[src/hw/dcd_pkg.sv]
// Package with command codes, field positions and timing counts of the command decoder
package dcd_pkg;
   localparam int DCD_BA_W_DEF   = 3;
   localparam int DCD_ADDR_W_DEF = 14;
   localparam int DCD_NBANK_DEF  = 8;
   localparam int DCD_A10_POS    = 10;
   localparam int DCD_A12_POS    = 12;
   localparam int DCD_MR_SEL_W   = 2;
   localparam int DCD_MR0_OTF_POS = 1;
   localparam int DCD_MR0_BL_LSB  = 0;
   // Burst length in clock edges (two data beats per edge)
   localparam int DCD_BL8_CYC    = 4;
   localparam int DCD_BC4_CYC    = 2;
   localparam int DCD_TRP_NS     = 15;
   localparam int DCD_CLK_NS     = 50;
   localparam int DCD_TRP_CYC    = (DCD_TRP_NS + DCD_CLK_NS - 1) / DCD_CLK_NS;
   localparam int DCD_TRFC_NS    = 160;
   localparam int DCD_TRFC_CYC   = (DCD_TRFC_NS + DCD_CLK_NS - 1) / DCD_CLK_NS;
   localparam int DCD_TXP_NS     = 24;
   localparam int DCD_TXP_CYC    = (DCD_TXP_NS + DCD_CLK_NS - 1) / DCD_CLK_NS;
   localparam int DCD_CNT_W      = 4;

   typedef enum logic [3:0] {
      DCD_CMD_NONE  = 4'h0,
      DCD_CMD_MRS   = 4'h1,
      DCD_CMD_REF   = 4'h2,
      DCD_CMD_PRE   = 4'h3,
      DCD_CMD_PREA  = 4'h4,
      DCD_CMD_ACT   = 4'h5,
      DCD_CMD_WR    = 4'h6,
      DCD_CMD_RD    = 4'h7,
      DCD_CMD_ZQCL  = 4'h8,
      DCD_CMD_ZQCS  = 4'h9,
      DCD_CMD_SRE   = 4'hA,
      DCD_CMD_SRX   = 4'hB,
      DCD_CMD_PDE   = 4'hC,
      DCD_CMD_PDX   = 4'hD
   } dcd_cmd_t;

   typedef enum logic [2:0] {
      DCD_ST_ACTIVE = 3'b000,
      DCD_ST_PD     = 3'b001,
      DCD_ST_SR     = 3'b010
   } dcd_pwr_t;

   typedef enum logic [1:0] {
      DCD_PD_NONE   = 2'b00,
      DCD_PD_ACTIVE = 2'b01,
      DCD_PD_PLAIN  = 2'b10,
      DCD_PD_PRECH  = 2'b11
   } dcd_pdkind_t;
endpackage

[src/hw/dcd_busy_if.sv]
// Interface carrying activity status from the burst tracker to the decoder
`timescale 1ns/1ns
`default_nettype none
interface dcd_busy_if;
   logic start_rd;
   logic start_wr;
   logic start_pre;
   logic start_ref;
   logic len8;
   logic reading;
   logic writing;
   logic precharging;
   logic refreshing;
   logic exit_wait;
   logic start_exit;
   modport tracker (input start_rd, start_wr, start_pre, start_ref, len8, start_exit,
                    output reading, writing, precharging, refreshing, exit_wait);
   modport decoder (output start_rd, start_wr, start_pre, start_ref, len8, start_exit,
                    input reading, writing, precharging, refreshing, exit_wait);
endinterface
`default_nettype wire

[src/hw/dcd_decoder.sv]
// Command decoder and clock-enable state logic of the memory device
// How it works
// - Decode pins sampled at every rising edge
// - RAS CAS WE patterns map to commands
// - Mode set: bank bits pick register
// - ZQ: A10 high long, low short
// - A10 auto precharge; A12 burst when OTF
// - Precharge A10 high means all banks
// - Bursts always run to completion
// - NOP registers nothing, disturbs nothing
// - Deselect behaves exactly like NOP
// - Active low asynchronous reset
// - ODT ignored by decoding and CKE
// - No refresh starts in power-down
// - Self refresh exit without clock
// - CKE judged from previous and present edge
// - CKE fall picks power-down kind
// - CKE low holds; rising NOP exits
// - Idle needs banks closed, all quiet
// - Address widths set by organisation
`timescale 1ns/1ns
`default_nettype none
module dcd_decoder
   import dcd_pkg::*;
#(
   parameter int BA_W   = DCD_BA_W_DEF,
   parameter int ADDR_W = DCD_ADDR_W_DEF,
   parameter int NBANK  = DCD_NBANK_DEF
)(
   input  wire logic              MCLK_IN,
   input  wire logic              RST_B_IN,
   input  wire logic              CKE_IN,
   input  wire logic              CS_B_IN,
   input  wire logic              RAS_B_IN,
   input  wire logic              CAS_B_IN,
   input  wire logic              WE_B_IN,
   input  wire logic [BA_W-1:0]   BA_IN,
   input  wire logic [ADDR_W-1:0] ADDR_IN,
   input  wire logic              ODT_IN,
   input  wire logic              MR0_OTF_IN,
   output logic                   CMD_STB_OUT,
   output logic [3:0]             CMD_OUT,
   output logic [BA_W-1:0]        BANK_OUT,
   output logic [ADDR_W-1:0]      ADDR_OUT,
   output logic [DCD_MR_SEL_W-1:0] MR_SEL_OUT,
   output logic                   AUTO_PRE_OUT,
   output logic                   BL8_OUT,
   output logic                   ZQ_LONG_OUT,
   output logic                   ALL_BANKS_OUT,
   output logic [2:0]             PWR_STATE_OUT,
   output logic [1:0]             PD_KIND_OUT,
   output logic [NBANK-1:0]       BANK_OPEN_OUT,
   output logic                   IDLE_OUT,
   output logic                   BUSY_OUT
);
   // ODT is a pin of the device but plays no part here
   logic odt_unused;
   assign odt_unused = ODT_IN;

   dcd_busy_if busy ();

   dcd_tracker u_tracker (
      .clk_in   (MCLK_IN),
      .rst_b_in (RST_B_IN),
      .bus      (busy)
   );

   logic              cke_prev_r;
   dcd_pwr_t          pwr_r;
   dcd_pwr_t          pwr_nxt;
   dcd_pdkind_t       pdk_r;
   dcd_pdkind_t       pdk_nxt;
   logic [NBANK-1:0]  open_r;
   logic [NBANK-1:0]  open_nxt;
   logic              stb_r;
   dcd_cmd_t          cmd_r;
   dcd_cmd_t          cmd_nxt;
   logic [BA_W-1:0]   bank_r;
   logic [ADDR_W-1:0] addr_r;
   logic              ap_r;
   logic              bl8_r;
   logic              zql_r;
   logic              all_r;
   logic              idle_r;
   logic              busy_r;

   // Pin pattern decode, CKE high on both edges
   function automatic dcd_cmd_t base_cmd(input logic cs_b, input logic ras_b,
                                         input logic cas_b, input logic we_b,
                                         input logic a10);
      if (cs_b)
         base_cmd = DCD_CMD_NONE;
      else
         case ({ras_b, cas_b, we_b})
            3'b000:  base_cmd = DCD_CMD_MRS;
            3'b001:  base_cmd = DCD_CMD_REF;
            3'b010:  base_cmd = a10 ? DCD_CMD_PREA : DCD_CMD_PRE;
            3'b011:  base_cmd = DCD_CMD_ACT;
            3'b100:  base_cmd = DCD_CMD_WR;
            3'b101:  base_cmd = DCD_CMD_RD;
            3'b110:  base_cmd = a10 ? DCD_CMD_ZQCL : DCD_CMD_ZQCS;
            default: base_cmd = DCD_CMD_NONE;
         endcase
   endfunction

   wire       a10        = ADDR_IN[DCD_A10_POS];
   wire       a12        = ADDR_IN[DCD_A12_POS];
   wire       is_nop     = CS_B_IN || (RAS_B_IN && CAS_B_IN && WE_B_IN);
   wire       is_ref     = !CS_B_IN && !RAS_B_IN && !CAS_B_IN && WE_B_IN;
   wire       cke_hh     = cke_prev_r && CKE_IN;
   wire       cke_hl     = cke_prev_r && !CKE_IN;
   wire       cke_lh     = !cke_prev_r && CKE_IN;
   wire dcd_cmd_t pin_cmd = base_cmd(CS_B_IN, RAS_B_IN, CAS_B_IN, WE_B_IN, a10);
   wire       any_open   = |open_r;
   wire       quiet      = !busy.reading && !busy.writing && !busy.precharging;
   wire       idle_now   = !any_open && quiet && !busy.refreshing && !busy.exit_wait;
   wire       rw_cmd     = (pin_cmd == DCD_CMD_RD) || (pin_cmd == DCD_CMD_WR);
   // Burst is fixed at eight when on-the-fly selection is off
   wire       bl8_sel    = MR0_OTF_IN ? a12 : 1'b1;
   // Power state strobes carry no address, so the fields keep the last command's
   wire       pin_taken  = (cmd_nxt == pin_cmd) && (cmd_nxt != DCD_CMD_NONE);

   // CKE state machine: evaluated against the state just before this edge
   always_comb begin
      pwr_nxt = pwr_r;
      pdk_nxt = pdk_r;
      cmd_nxt = DCD_CMD_NONE;
      case (pwr_r)
         DCD_ST_ACTIVE: begin
            if (cke_hh) begin
               cmd_nxt = pin_cmd;
            end else if (cke_hl && is_ref && idle_now) begin
               pwr_nxt = DCD_ST_SR;
               cmd_nxt = DCD_CMD_SRE;
            end else if (cke_hl && is_nop) begin
               pwr_nxt = DCD_ST_PD;
               cmd_nxt = DCD_CMD_PDE;
               if (any_open && quiet)
                  pdk_nxt = DCD_PD_ACTIVE;
               else if (!quiet)
                  pdk_nxt = DCD_PD_PLAIN;
               else
                  pdk_nxt = DCD_PD_PRECH;
            end
         end
         DCD_ST_PD: begin
            // CKE held low keeps power-down whatever the command
            if (cke_lh && is_nop) begin
               pwr_nxt = DCD_ST_ACTIVE;
               pdk_nxt = DCD_PD_NONE;
               cmd_nxt = DCD_CMD_PDX;
            end
         end
         DCD_ST_SR: begin
            // Clock may have stopped, so the exit needs no registered low CKE before it
            if (CKE_IN && is_nop) begin
               pwr_nxt = DCD_ST_ACTIVE;
               cmd_nxt = DCD_CMD_SRX;
            end
         end
         default: begin
            pwr_nxt = DCD_ST_ACTIVE;
            pdk_nxt = DCD_PD_NONE;
         end
      endcase
   end

   // Bank open map; all-bank precharge ignores the bank bits
   always_comb begin
      open_nxt = open_r;
      case (cmd_nxt)
         DCD_CMD_ACT:  open_nxt[BA_IN] = 1'b1;
         DCD_CMD_PRE:  open_nxt[BA_IN] = 1'b0;
         DCD_CMD_PREA: open_nxt = '0;
         DCD_CMD_RD,
         DCD_CMD_WR:   if (a10) open_nxt[BA_IN] = 1'b0;
         default:      open_nxt = open_r;
      endcase
   end

   assign busy.start_rd   = cmd_nxt == DCD_CMD_RD;
   assign busy.start_wr   = cmd_nxt == DCD_CMD_WR;
   assign busy.len8       = bl8_sel;
   assign busy.start_pre  = (cmd_nxt == DCD_CMD_PRE) || (cmd_nxt == DCD_CMD_PREA)
                            || (rw_cmd && cmd_nxt == pin_cmd && a10);
   // Refresh starts only from a decoded command, never in power-down
   assign busy.start_ref  = cmd_nxt == DCD_CMD_REF;
   assign busy.start_exit = (cmd_nxt == DCD_CMD_PDX) || (cmd_nxt == DCD_CMD_SRX);

   always_ff @(posedge MCLK_IN or negedge RST_B_IN) begin
      if (!RST_B_IN) begin
         cke_prev_r <= 1'b0;
         pwr_r      <= DCD_ST_ACTIVE;
         pdk_r      <= DCD_PD_NONE;
         open_r     <= '0;
      end else begin
         cke_prev_r <= CKE_IN;
         pwr_r      <= pwr_nxt;
         pdk_r      <= pdk_nxt;
         open_r     <= open_nxt;
      end
   end

   always_ff @(posedge MCLK_IN or negedge RST_B_IN) begin
      if (!RST_B_IN) begin
         stb_r  <= 1'b0;
         cmd_r  <= DCD_CMD_NONE;
         bank_r <= '0;
         addr_r <= '0;
         ap_r   <= 1'b0;
         bl8_r  <= 1'b0;
         zql_r  <= 1'b0;
         all_r  <= 1'b0;
      end else begin
         stb_r <= cmd_nxt != DCD_CMD_NONE;
         cmd_r <= cmd_nxt;
         if (pin_taken) begin
            bank_r <= BA_IN;
            addr_r <= ADDR_IN;
            ap_r   <= rw_cmd && a10;
            bl8_r  <= rw_cmd && bl8_sel;
            zql_r  <= cmd_nxt == DCD_CMD_ZQCL;
            all_r  <= cmd_nxt == DCD_CMD_PREA;
         end
      end
   end

   always_ff @(posedge MCLK_IN or negedge RST_B_IN) begin
      if (!RST_B_IN) begin
         idle_r <= 1'b0;
         busy_r <= 1'b0;
      end else begin
         // Any command this edge starts fresh timing, so idle waits a cycle
         idle_r <= idle_now && CKE_IN && (pwr_nxt == DCD_ST_ACTIVE)
                   && (cmd_nxt == DCD_CMD_NONE);
         // A read, write or precharge start shows at once rather than a cycle after the counter loads
         busy_r <= !quiet || busy.start_rd || busy.start_wr || busy.start_pre;
      end
   end

   assign CMD_STB_OUT   = stb_r;
   assign CMD_OUT       = cmd_r;
   assign BANK_OUT      = bank_r;
   assign ADDR_OUT      = addr_r;
   // Mode register select is the low bank bits
   assign MR_SEL_OUT    = bank_r[DCD_MR_SEL_W-1:0];
   assign AUTO_PRE_OUT  = ap_r;
   assign BL8_OUT       = bl8_r;
   assign ZQ_LONG_OUT   = zql_r;
   assign ALL_BANKS_OUT = all_r;
   assign PWR_STATE_OUT = pwr_r;
   assign PD_KIND_OUT   = pdk_r;
   assign BANK_OPEN_OUT = open_r;
   assign IDLE_OUT      = idle_r;
   assign BUSY_OUT      = busy_r;

   nop_no_strobe_a: assert property (@(posedge MCLK_IN) disable iff (!RST_B_IN)
      (cke_hh && pwr_r == DCD_ST_ACTIVE && is_nop) |=> !CMD_STB_OUT && $stable(BANK_OUT))
      else $error("NOP or deselect raised a strobe");
   prea_all_a: assert property (@(posedge MCLK_IN) disable iff (!RST_B_IN)
      (cke_hh && pwr_r == DCD_ST_ACTIVE && pin_cmd == DCD_CMD_PREA)
      |=> BANK_OPEN_OUT == '0 && ALL_BANKS_OUT)
      else $error("All-bank precharge left a bank open");
   zq_long_a: assert property (@(posedge MCLK_IN) disable iff (!RST_B_IN)
      (CMD_STB_OUT && CMD_OUT == DCD_CMD_ZQCS) |-> !ZQ_LONG_OUT)
      else $error("Short calibration flagged long");
   pd_hold_a: assert property (@(posedge MCLK_IN) disable iff (!RST_B_IN)
      (pwr_r == DCD_ST_PD && !cke_prev_r && !CKE_IN) |=> PWR_STATE_OUT == DCD_ST_PD)
      else $error("Power-down left with CKE low");
   no_ref_pd_a: assert property (@(posedge MCLK_IN) disable iff (!RST_B_IN)
      (pwr_r == DCD_ST_PD) |-> !busy.start_ref)
      else $error("Refresh started in power-down");
   pd_entry_a: assert property (@(posedge MCLK_IN) disable iff (!RST_B_IN)
      (pwr_r == DCD_ST_ACTIVE && cke_hl && is_nop && !(is_ref && idle_now))
      |=> PWR_STATE_OUT == DCD_ST_PD && CMD_OUT == DCD_CMD_PDE)
      else $error("Power-down entry missed");
   burst_otf_a: assert property (@(posedge MCLK_IN) disable iff (!RST_B_IN)
      (cke_hh && pwr_r == DCD_ST_ACTIVE && pin_cmd == DCD_CMD_RD && MR0_OTF_IN)
      |=> BL8_OUT == $past(a12))
      else $error("Burst choice not taken from A12");
   idle_cond_a: assert property (@(posedge MCLK_IN) disable iff (!RST_B_IN)
      IDLE_OUT |-> BANK_OPEN_OUT == '0 && !BUSY_OUT)
      else $error("Idle reported with activity");
   mrs_sel_a: assert property (@(posedge MCLK_IN) disable iff (!RST_B_IN)
      (cke_hh && pwr_r == DCD_ST_ACTIVE && pin_cmd == DCD_CMD_MRS)
      |=> MR_SEL_OUT == $past(BA_IN[1:0]) && ADDR_OUT == $past(ADDR_IN))
      else $error("Mode set select or opcode wrong");
   des_no_stb_a: assert property (@(posedge MCLK_IN) disable iff (!RST_B_IN)
      (cke_hh && pwr_r == DCD_ST_ACTIVE && CS_B_IN)
      |=> !CMD_STB_OUT && CMD_OUT == DCD_CMD_NONE && $stable(ADDR_OUT))
      else $error("Deselect raised a strobe");
   act_open_a: assert property (@(posedge MCLK_IN) disable iff (!RST_B_IN)
      (cke_hh && pwr_r == DCD_ST_ACTIVE && pin_cmd == DCD_CMD_ACT)
      |=> CMD_OUT == DCD_CMD_ACT && BANK_OUT == $past(BA_IN) && BANK_OPEN_OUT[BANK_OUT])
      else $error("Activate did not open its bank");
   pre_one_a: assert property (@(posedge MCLK_IN) disable iff (!RST_B_IN)
      (cke_hh && pwr_r == DCD_ST_ACTIVE && pin_cmd == DCD_CMD_PRE)
      |=> !BANK_OPEN_OUT[BANK_OUT] && !ALL_BANKS_OUT)
      else $error("Single-bank precharge left its bank open");
   auto_pre_a: assert property (@(posedge MCLK_IN) disable iff (!RST_B_IN)
      (cke_hh && pwr_r == DCD_ST_ACTIVE && rw_cmd && a10)
      |=> AUTO_PRE_OUT && !BANK_OPEN_OUT[BANK_OUT])
      else $error("Auto precharge not applied");
   fixed_burst_a: assert property (@(posedge MCLK_IN) disable iff (!RST_B_IN)
      (cke_hh && pwr_r == DCD_ST_ACTIVE && rw_cmd && !MR0_OTF_IN) |=> BL8_OUT)
      else $error("Fixed burst not reported as eight");
   zq_long_set_a: assert property (@(posedge MCLK_IN) disable iff (!RST_B_IN)
      (cke_hh && pwr_r == DCD_ST_ACTIVE && pin_cmd == DCD_CMD_ZQCL)
      |=> CMD_OUT == DCD_CMD_ZQCL && ZQ_LONG_OUT)
      else $error("Long calibration not flagged");
   sr_entry_a: assert property (@(posedge MCLK_IN) disable iff (!RST_B_IN)
      (pwr_r == DCD_ST_ACTIVE && cke_hl && is_ref && idle_now)
      |=> PWR_STATE_OUT == DCD_ST_SR && CMD_OUT == DCD_CMD_SRE)
      else $error("Self refresh entry missed");
   sr_hold_a: assert property (@(posedge MCLK_IN) disable iff (!RST_B_IN)
      (pwr_r == DCD_ST_SR && !CKE_IN) |=> PWR_STATE_OUT == DCD_ST_SR && !CMD_STB_OUT)
      else $error("Self refresh left with CKE low");
   sr_exit_a: assert property (@(posedge MCLK_IN) disable iff (!RST_B_IN)
      (pwr_r == DCD_ST_SR && CKE_IN && is_nop)
      |=> PWR_STATE_OUT == DCD_ST_ACTIVE && CMD_OUT == DCD_CMD_SRX)
      else $error("Self refresh exit missed");
   pd_exit_a: assert property (@(posedge MCLK_IN) disable iff (!RST_B_IN)
      (pwr_r == DCD_ST_PD && cke_lh && is_nop)
      |=> PWR_STATE_OUT == DCD_ST_ACTIVE && CMD_OUT == DCD_CMD_PDX)
      else $error("Power-down exit missed");
   pd_quiet_a: assert property (@(posedge MCLK_IN) disable iff (!RST_B_IN)
      (pwr_r == DCD_ST_PD && !CKE_IN) |=> !CMD_STB_OUT && $stable(BANK_OPEN_OUT))
      else $error("Command taken in power-down");
   pd_kind_a: assert property (@(posedge MCLK_IN) disable iff (!RST_B_IN)
      (pwr_r == DCD_ST_ACTIVE && cke_hl && is_nop && any_open && quiet)
      |=> PD_KIND_OUT == DCD_PD_ACTIVE)
      else $error("Active power-down not reported");
   busy_run_a: assert property (@(posedge MCLK_IN) disable iff (!RST_B_IN)
      (busy.reading || busy.writing || busy.precharging) |=> BUSY_OUT)
      else $error("Running burst not reported busy");
   strobe_code_a: assert property (@(posedge MCLK_IN) disable iff (!RST_B_IN)
      CMD_STB_OUT == (CMD_OUT != DCD_CMD_NONE))
      else $error("Strobe and command code disagree");
   idle_gap_a: assert property (@(posedge MCLK_IN) disable iff (!RST_B_IN)
      (cke_hh && pwr_r == DCD_ST_ACTIVE && pin_cmd != DCD_CMD_NONE) |=> !IDLE_OUT)
      else $error("Idle reported right after a command");
endmodule // dcd_decoder
`default_nettype wire

[src/hw/dcd_tracker.sv]
// Burst, precharge, refresh and exit timers of the command decoder
`timescale 1ns/1ns
`default_nettype none
module dcd_tracker
   import dcd_pkg::*;
(
   input  wire logic        clk_in,
   input  wire logic        rst_b_in,
   dcd_busy_if.tracker      bus
);
   logic [DCD_CNT_W-1:0] burst_r;
   logic [DCD_CNT_W-1:0] pre_r;
   logic [DCD_CNT_W-1:0] ref_r;
   logic [DCD_CNT_W-1:0] exit_r;
   logic                 wr_r;
   logic [DCD_CNT_W-1:0] burst_len;

   function automatic logic [DCD_CNT_W-1:0] dec(input logic [DCD_CNT_W-1:0] v);
      dec = (v != '0) ? v - 1'b1 : v;
   endfunction

   assign burst_len = bus.len8 ? DCD_CNT_W'(DCD_BL8_CYC) : DCD_CNT_W'(DCD_BC4_CYC);

   // A running burst is never cut short; new starts only reload after it ends
   always_ff @(posedge clk_in or negedge rst_b_in) begin
      if (!rst_b_in) begin
         burst_r <= '0;
         wr_r    <= 1'b0;
      end else if ((bus.start_rd || bus.start_wr) && burst_r == '0) begin
         burst_r <= burst_len;
         wr_r    <= bus.start_wr;
      end else begin
         burst_r <= dec(burst_r);
      end
   end

   always_ff @(posedge clk_in or negedge rst_b_in) begin
      if (!rst_b_in) begin
         pre_r  <= '0;
         ref_r  <= '0;
         exit_r <= '0;
      end else begin
         pre_r  <= bus.start_pre ? DCD_CNT_W'(DCD_TRP_CYC) : dec(pre_r);
         ref_r  <= bus.start_ref ? DCD_CNT_W'(DCD_TRFC_CYC) : dec(ref_r);
         exit_r <= bus.start_exit ? DCD_CNT_W'(DCD_TXP_CYC) : dec(exit_r);
      end
   end

   assign bus.reading     = (burst_r != '0) && !wr_r;
   assign bus.writing     = (burst_r != '0) && wr_r;
   assign bus.precharging = pre_r != '0;
   assign bus.refreshing  = ref_r != '0;
   assign bus.exit_wait   = exit_r != '0;

   burst_runs_a: assert property (@(posedge clk_in) disable iff (!rst_b_in)
      (bus.start_rd && burst_r == '0 && bus.len8) |=> (bus.reading [*4]) ##1 !bus.reading)
      else $error("BL8 read burst not held four edges");
endmodule // dcd_tracker
`default_nettype wire

[config.mk]
export PLATFORM = sky130hd
export DESIGN_NAME = dcd_decoder
export DESIGN_NICKNAME = d
export VERILOG_FILES = /design/src/hw/dcd_pkg.sv /design/src/hw/dcd_busy_if.sv /design/src/hw/dcd_decoder.sv /design/src/hw/dcd_tracker.sv
export SDC_FILE = /design/constraint.sdc
export NUM_CORES = 1
export LEC_CHECK = 0
export ABC_CLOCK_PERIOD_IN_PS = 6400
export BUFFER_PORTS_ARGS = -buffer_cell sky130_fd_sc_hd__buf_4
export CAP_MARGIN = 20
export CELL_PAD_IN_SITES_DETAIL_PLACEMENT = 1
export CELL_PAD_IN_SITES_GLOBAL_PLACEMENT = 1
export CORE_ASPECT_RATIO = 0.8
export CORE_MARGIN = 2
export CORE_UTILIZATION = 45
export DETAILED_ROUTE_END_ITERATION = 10
export GPL_TIMING_DRIVEN = 0
export PLACE_DENSITY_LB_ADDON = 0.1
export SETUP_SLACK_MARGIN = 0.1
export SLEW_MARGIN = 20
export SYNTH_ARGS = -nofsm -noshare
export SYNTH_HDL_FRONTEND = slang
export SYNTH_SLANG_ARGS = --single-unit
[constraint.sdc]
create_clock -name MCLK_IN -period 6.4 [get_ports MCLK_IN]
set_input_delay 1.6 -clock MCLK_IN [delete_from_list [all_inputs] [get_ports MCLK_IN]]
set_output_delay 1.6 -clock MCLK_IN [all_outputs]
set_load 0.05 [all_outputs]
[Word level (Yosys, flattened, before mapping)]
Index checks and enable logic that the tools add are counted.
Storage, ports and cells
  flip-flop bits (word level): 59
  bits of input ports: 26
  output and inout bits: 43
  logic and storage cells: 163
Operators by class
  $add $sub $neg: 4
  order comparisons: 2
  eq/ne operators: 25
  muxes and demuxes: 37
  bitwise gates (word level): 4
  reductions and logical operators: 72
Operators with widths (count)
  $mux 4: 14
  $pmux 8 s4: 1
  $logic_and 1x1->1: 31
  $pmux 4 s7: 1
  $eq 4x3->1 const B: 6
  $reduce_bool 4->1: 6
  $mux 3: 7
  $sub 4x1->4 const B: 4
  $logic_not 1->1: 13
  $eq 4x4->1 const B: 3
  $pmux 4 s3: 1
  $mux 2: 5
  $ne 2x2->1 const B: 5
  $eq 3x2->1 const B: 3
  $eq 3x3->1 const B: 3
  $logic_not 3->1: 3
  $logic_or 1x1->1: 9
  $pmux 3 s3: 1
  $and 8x8->8: 1
  $eq 4x2->1 const B: 2
  $logic_not 4->1: 2
  $mux 8: 1
  $not 8->8: 1
  $or 8x8->8: 1
  other kinds (13): 20

[Logic depth before layout (Yosys ltp)]
  depth in word-level cells: 17
  mapped depth: 11
  mapped depth without buffers: 10

[Cells and area by module]
From an unflattened synthesis, not the netlist that was laid out.
Unflattened totals
  cells, all modules: 321
  area, all modules: 3357.0 sq um
By module, submodules not included
  dcd_decoder: times used 1, cells an instance 233, area each 2476.1 sq um, seq. area each 1051.0 sq um
  dcd_tracker: times used 1, cells an instance 88, area each 880.8 sq um, seq. area each 425.4 sq um

[Worst setup path before layout]
No wires, ideal clock.
  path type: input-to-reg
  from: in RAS_B_IN
  to: reg addr_r[10] (netlist: ADDR_OUT[10])
  data arrival time: 3.925 ns
  required time: 6.275 ns
  setup slack: 2.350 ns
  cell stages on the path: 10
  cells stage by stage: buf_2 nor3b_1 nand4b_1 or4_4 a2111o_1 clkinv_2 or3_4 nand2_2 buf_6 mux2_4
Between the ends
  word-level cells in the longest chain between the ends: 11
  elaborated cells between the ends (all ways): 30
  those cells by class: 7 x eq/ne; 8 x mux; 15 x reduce/logical
Ends and longest elaborated chain
  start, declared: RTL line dcd_decoder.sv:34  | input wire logic RAS_B_IN,
  parallel branches: the longest is 8 deep, another holds $pmux 4 s7
  $pmux 4 s3 *: RTL line dcd_decoder.sv:128  | case (pwr_r)
  net cmd_nxt[1]: RTL line dcd_decoder.sv:77  | dcd_cmd_t cmd_nxt;
  $eq 4x4->1 or $reduce_bool 4->1 (tied branches): RTL line dcd_decoder.sv:121  | wire pin_taken = (cmd_nxt == pin_cmd) && (cmd_nxt != DCD_CMD_NONE);
  $logic_and 1x1->1 *: RTL line dcd_decoder.sv:121
  end signal, assigned: RTL line dcd_decoder.sv:209  | addr_r <= '0;
  end signal, assigned: RTL line dcd_decoder.sv:219  | addr_r <= ADDR_IN;
  end, declared: RTL line dcd_decoder.sv:79  | logic [ADDR_W-1:0] addr_r;
Mark *: on every way through the listed nets, which the timed path passes.
A chain may end at the register's enable or synchronous reset.

[Worst setup path in the final report]
  from: in RAS_B_IN
  to: reg bank_r[1] (netlist: BANK_OUT[1])
Between the ends
  word-level cells in the longest chain between the ends: 11
  elaborated cells between the ends (all ways): 30
  those cells by class: 7 x eq/ne; 8 x mux; 15 x reduce/logical
Ends and longest elaborated chain
  parallel branches: the longest is 8 deep, another holds $pmux 4 s7
  $pmux 4 s3 *: RTL line dcd_decoder.sv:128
  net cmd_nxt[1]: RTL line dcd_decoder.sv:77
  $eq 4x4->1 or $reduce_bool 4->1 (tied branches): RTL line dcd_decoder.sv:121
  $logic_and 1x1->1 *: RTL line dcd_decoder.sv:121
  end signal, assigned: RTL line dcd_decoder.sv:208  | bank_r <= '0;
  end signal, assigned: RTL line dcd_decoder.sv:218  | bank_r <= BA_IN;
  end, declared: RTL line dcd_decoder.sv:78  | logic [BA_W-1:0] bank_r;
Marked as above.

==> impl_metrics.tcl <==
set metrics [dict create \
    cts.sinks 58 \
    synthCells 292 \
    hold_viol_final 0 \
    drc 0 \
    slew_headroom 0.467 \
    coreArea_sq_mm 0.00651 \
    clk_latency_ns 0.35 \
    wl_um 8090 \
    p_leak_nw 1.92 \
    wl_met3_um 337 \
    first_pass_iters 4 \
    cts_tree "yes" \
    slew_viol_final 0 \
    critical_path.slowest_cell "or4_4" \
    cp_data_arrival_time_ns 4.41 \
    num_vias 2597 \
    dr_wl_met2_um 3820 \
    ctsLongestPathBuffers 2 \
    cp.required_ns 6.64 \
    finClkSkew_ns 0.00403 \
    synth_top_family_by_area "simple AND/OR/NAND/NOR gates" \
    critical-path-max-stage-delay_ns 0.61 \
    highest_layer "met4" \
    period_share 0.652 \
    fin_nets 400 \
    drive_above_1_share 0.314 \
    fin_ws_ns 2.22 \
    synth_nets 324 \
    ys_async_sr_fraction 1.00 \
    initialDrtViolationCount 117 \
    wl_per_cell_um 17.7 \
    port-buffer-count 65 \
    synth_mux_area_frac 0.0939 \
    grt_use_total 0.233 \
    ioPinCount 69 \
    dpl_worst_slack_ns 1.95 \
    ctsHoldBuffers 0 \
    synth_top_area_cell "dfrtp_1" \
    synth_fa_ha_area_frac 0.0243 \
    htree_num_levels 3 \
    die_area_sq_mm 0.00755 \
    die_h_um 78.1 \
    cp_max_fo 10 \
    ctsResizeCount 0 \
    critPathKind "input pin to flip-flop" \
    synthDistinctLibCells 62 \
    finalSetupViolCount 0 \
    synth-edff-count 0 \
    insertedDiodeCount 0 \
    netlist.area_leader.share 0.470 \
    ir_drop_mv 0.232 \
    clock.fmax_mhz 240 \
    grt_pass1_vias 2731 \
    grt_pass1_wl_um 13900 \
    vias_per_cell 5.68 \
    ys_ff_latch 58 \
    clkSlewWorstSetupHoldPaths_ns 0.07 \
    synthFlopType "dfrtp_1" \
    status "completed" \
    area_growth_pct 26.8 \
    cp-end-kind "flip-flop" \
    yosysSeqAreaShare 0.470 \
    post_cts_buffers 0 \
    rrSetupSlack_ns 3.03 \
    gp_congestion 0.850 \
    crit_path_start_kind "input pin" \
    cts-root-buf "clkbuf_8" \
    tns_ns 0 \
    synth_simple_gate_area_frac 0.189 \
    initial_utilization 0.475 \
    grt_overflow_total 0 \
    worstHoldPathType "flip-flop to flip-flop" \
    post-route-min-period_ns 4.18 \
    cap_violations 0 \
    placed_cells 441 \
    layoutNonFillerInstCount 457 \
    worst-slew-pin-transition_ns 0.793 \
    grt_start_max_net_pins 59 \
    antenna_found_initial 0 \
    critical_path_buf_inv_count 3 \
    wl_met1_um 3850 \
    ys_top_cells_by_area "dfrtp_1 (47%), mux2_4 (8.7%), inv_1 (2.7%)" \
    die_width_um 96.7 \
    synth_warnings 0 \
    syn-cell-area_sq_mm 0.00309 \
    power_density_mw_per_mm2 467 \
    synth_compound_area_frac 0.160 \
    syn_avg_cell_area_sq_um 10.6 \
    cts_buffers 9 \
    worstPathCellList "buf_2, nor3b_1, nand4b_1, or4_4, a2111o_1, clkinv_2, or3_4, nand2_2, buf_6, mux2_4" \
    ant_nets 0 \
    power_w 0.00183 \
    cp_top_family "simple AND/OR/NAND/NOR gates" \
    grt_setup_unrepaired "no" \
    row_count 26 \
    dp_hpwl_um 6030 \
    synthXorXnorAreaFrac 0.0113 \
]
## state kept, by name, indices dropped and copies added, names as in the netlist, 2 cells and up
register / cells
BANK_OPEN_OUT: 8
BANK_OUT: 3
u_tracker.exit_r: 4
u_tracker.ref_r: 4
PWR_STATE_OUT: 3
ADDR_OUT: 14
u_tracker.pre_r: 4
u_tracker.burst_r: 4
PD_KIND_OUT: 2
CMD_OUT: 4
## area by class of cell
class	instances	area [sq um]
clock inverter	4	73.8
clock buffer	12	155
fill	753	2590
buffer	11	67.6
timing repair buffer	65	488
inverter	23	87.6
tap	84	105
multi-input combinational	200	1490
sequential	58	1450
## worst paths after layout
check | cells past startpoint | start | end
max in group asynchronous | 1 | RST_B_IN | BANK_OPEN_OUT[6]
setup reg to reg | 11 | u_tracker.ref_r[0] | BANK_OUT[1]
min in group asynchronous | 1 | RST_B_IN | CMD_STB_OUT
setup / recovery | 10 | RAS_B_IN | BANK_OUT[1]
hold / removal | 1 | BL8_OUT | BL8_OUT
hold reg to reg | 1 | BL8_OUT | BL8_OUT
## through the flow
step | utilization | hold WS (ns) | instance area (sq um)
CTS | 0.601 | 0.503 | 3910
global placement | 0.566 | 0.467 | 3680
global route | 0.602 | 0.512 | 3920
finish | 0.602 | 0.498 | 3920
floorplan | - | 0.462 | 3090
detailed placement | 0.566 | 0.488 | 3680
## worst register-to-register path: stages (launching register included)
cell and delay [ns]:
dfrtp_1 0.41, inv_1 0.10, ha_1 0.19, or3b_1 0.44
or2_1 0.29, or4_4 0.47, a2111o_1 0.51, clkinv_2 0.14
or3_4 0.16, nand2_2 0.06, buf_6 0.17, mux2_4 0.31
## report_power, final
group          internal [W]  switching, W  total [W]
registers          0.000497     0.0000969   0.000594
logic              0.000324      0.000514   0.000838
clock network      0.000241      0.000155   0.000396
total               0.00106      0.000766    0.00183
## synthesized netlist by cell type, types with 2 or more instances
cell	instances
o22ai_1	5
ha_1	6
o21a_1	2
nand2_1	14
nor4bb_1	2
buf_6	2
nor3_1	15
buf_4	2
nand4_1	3
nand2b_1	7
o21ai_0	10
or3b_1	2
dfrtp_1	58
buf_2	3
mux2i_1	2
a31oi_1	2
a21o_1	5
or3_1	5
nand3_1	7
a211oi_1	3
nor3b_1	2
xnor2_1	4
or4_1	2
a211oi_2	2
mux2_4	18
nor2b_1	4
nand3b_1	2
a211o_1	2
o211ai_1	7
o2111a_1	2
nor2_1	18
clkbuf_1	4
nor4_1	5
o41ai_1	3
inv_1	22
a21oi_1	11
o31ai_1	4
## placed cells by master (no fill, tap or decap), types with 10 or more instances in the layout
cell	synthesis	layout
a21oi_1	11	11
nand2_1	14	14
nor2_1	18	18
dfrtp_1	58	58
o21ai_0	10	10
mux2_4	18	18
inv_1	22	22
nor3_1	15	15
buf_4	2	67
clkbuf_8	0	11
## metal layers
metal	up-vias	track usage
li1	1220	-
met1	1314	0.312
met2	54	0.369
met3	9	0.0659
met4	0	0.0704
met5	-	0
## cell families after synthesis
family | after synthesis
AND/OR/NAND/NOR | 100
AO/OA/AOI/OAI | 69
flip-flops | 58
buffers and inverters | 34
multiplexers | 20
adder cells (fa/ha/maj) | 6
XOR/XNOR | 4
other | 1
No activity file was read; power rests on OpenSTA's default activity.
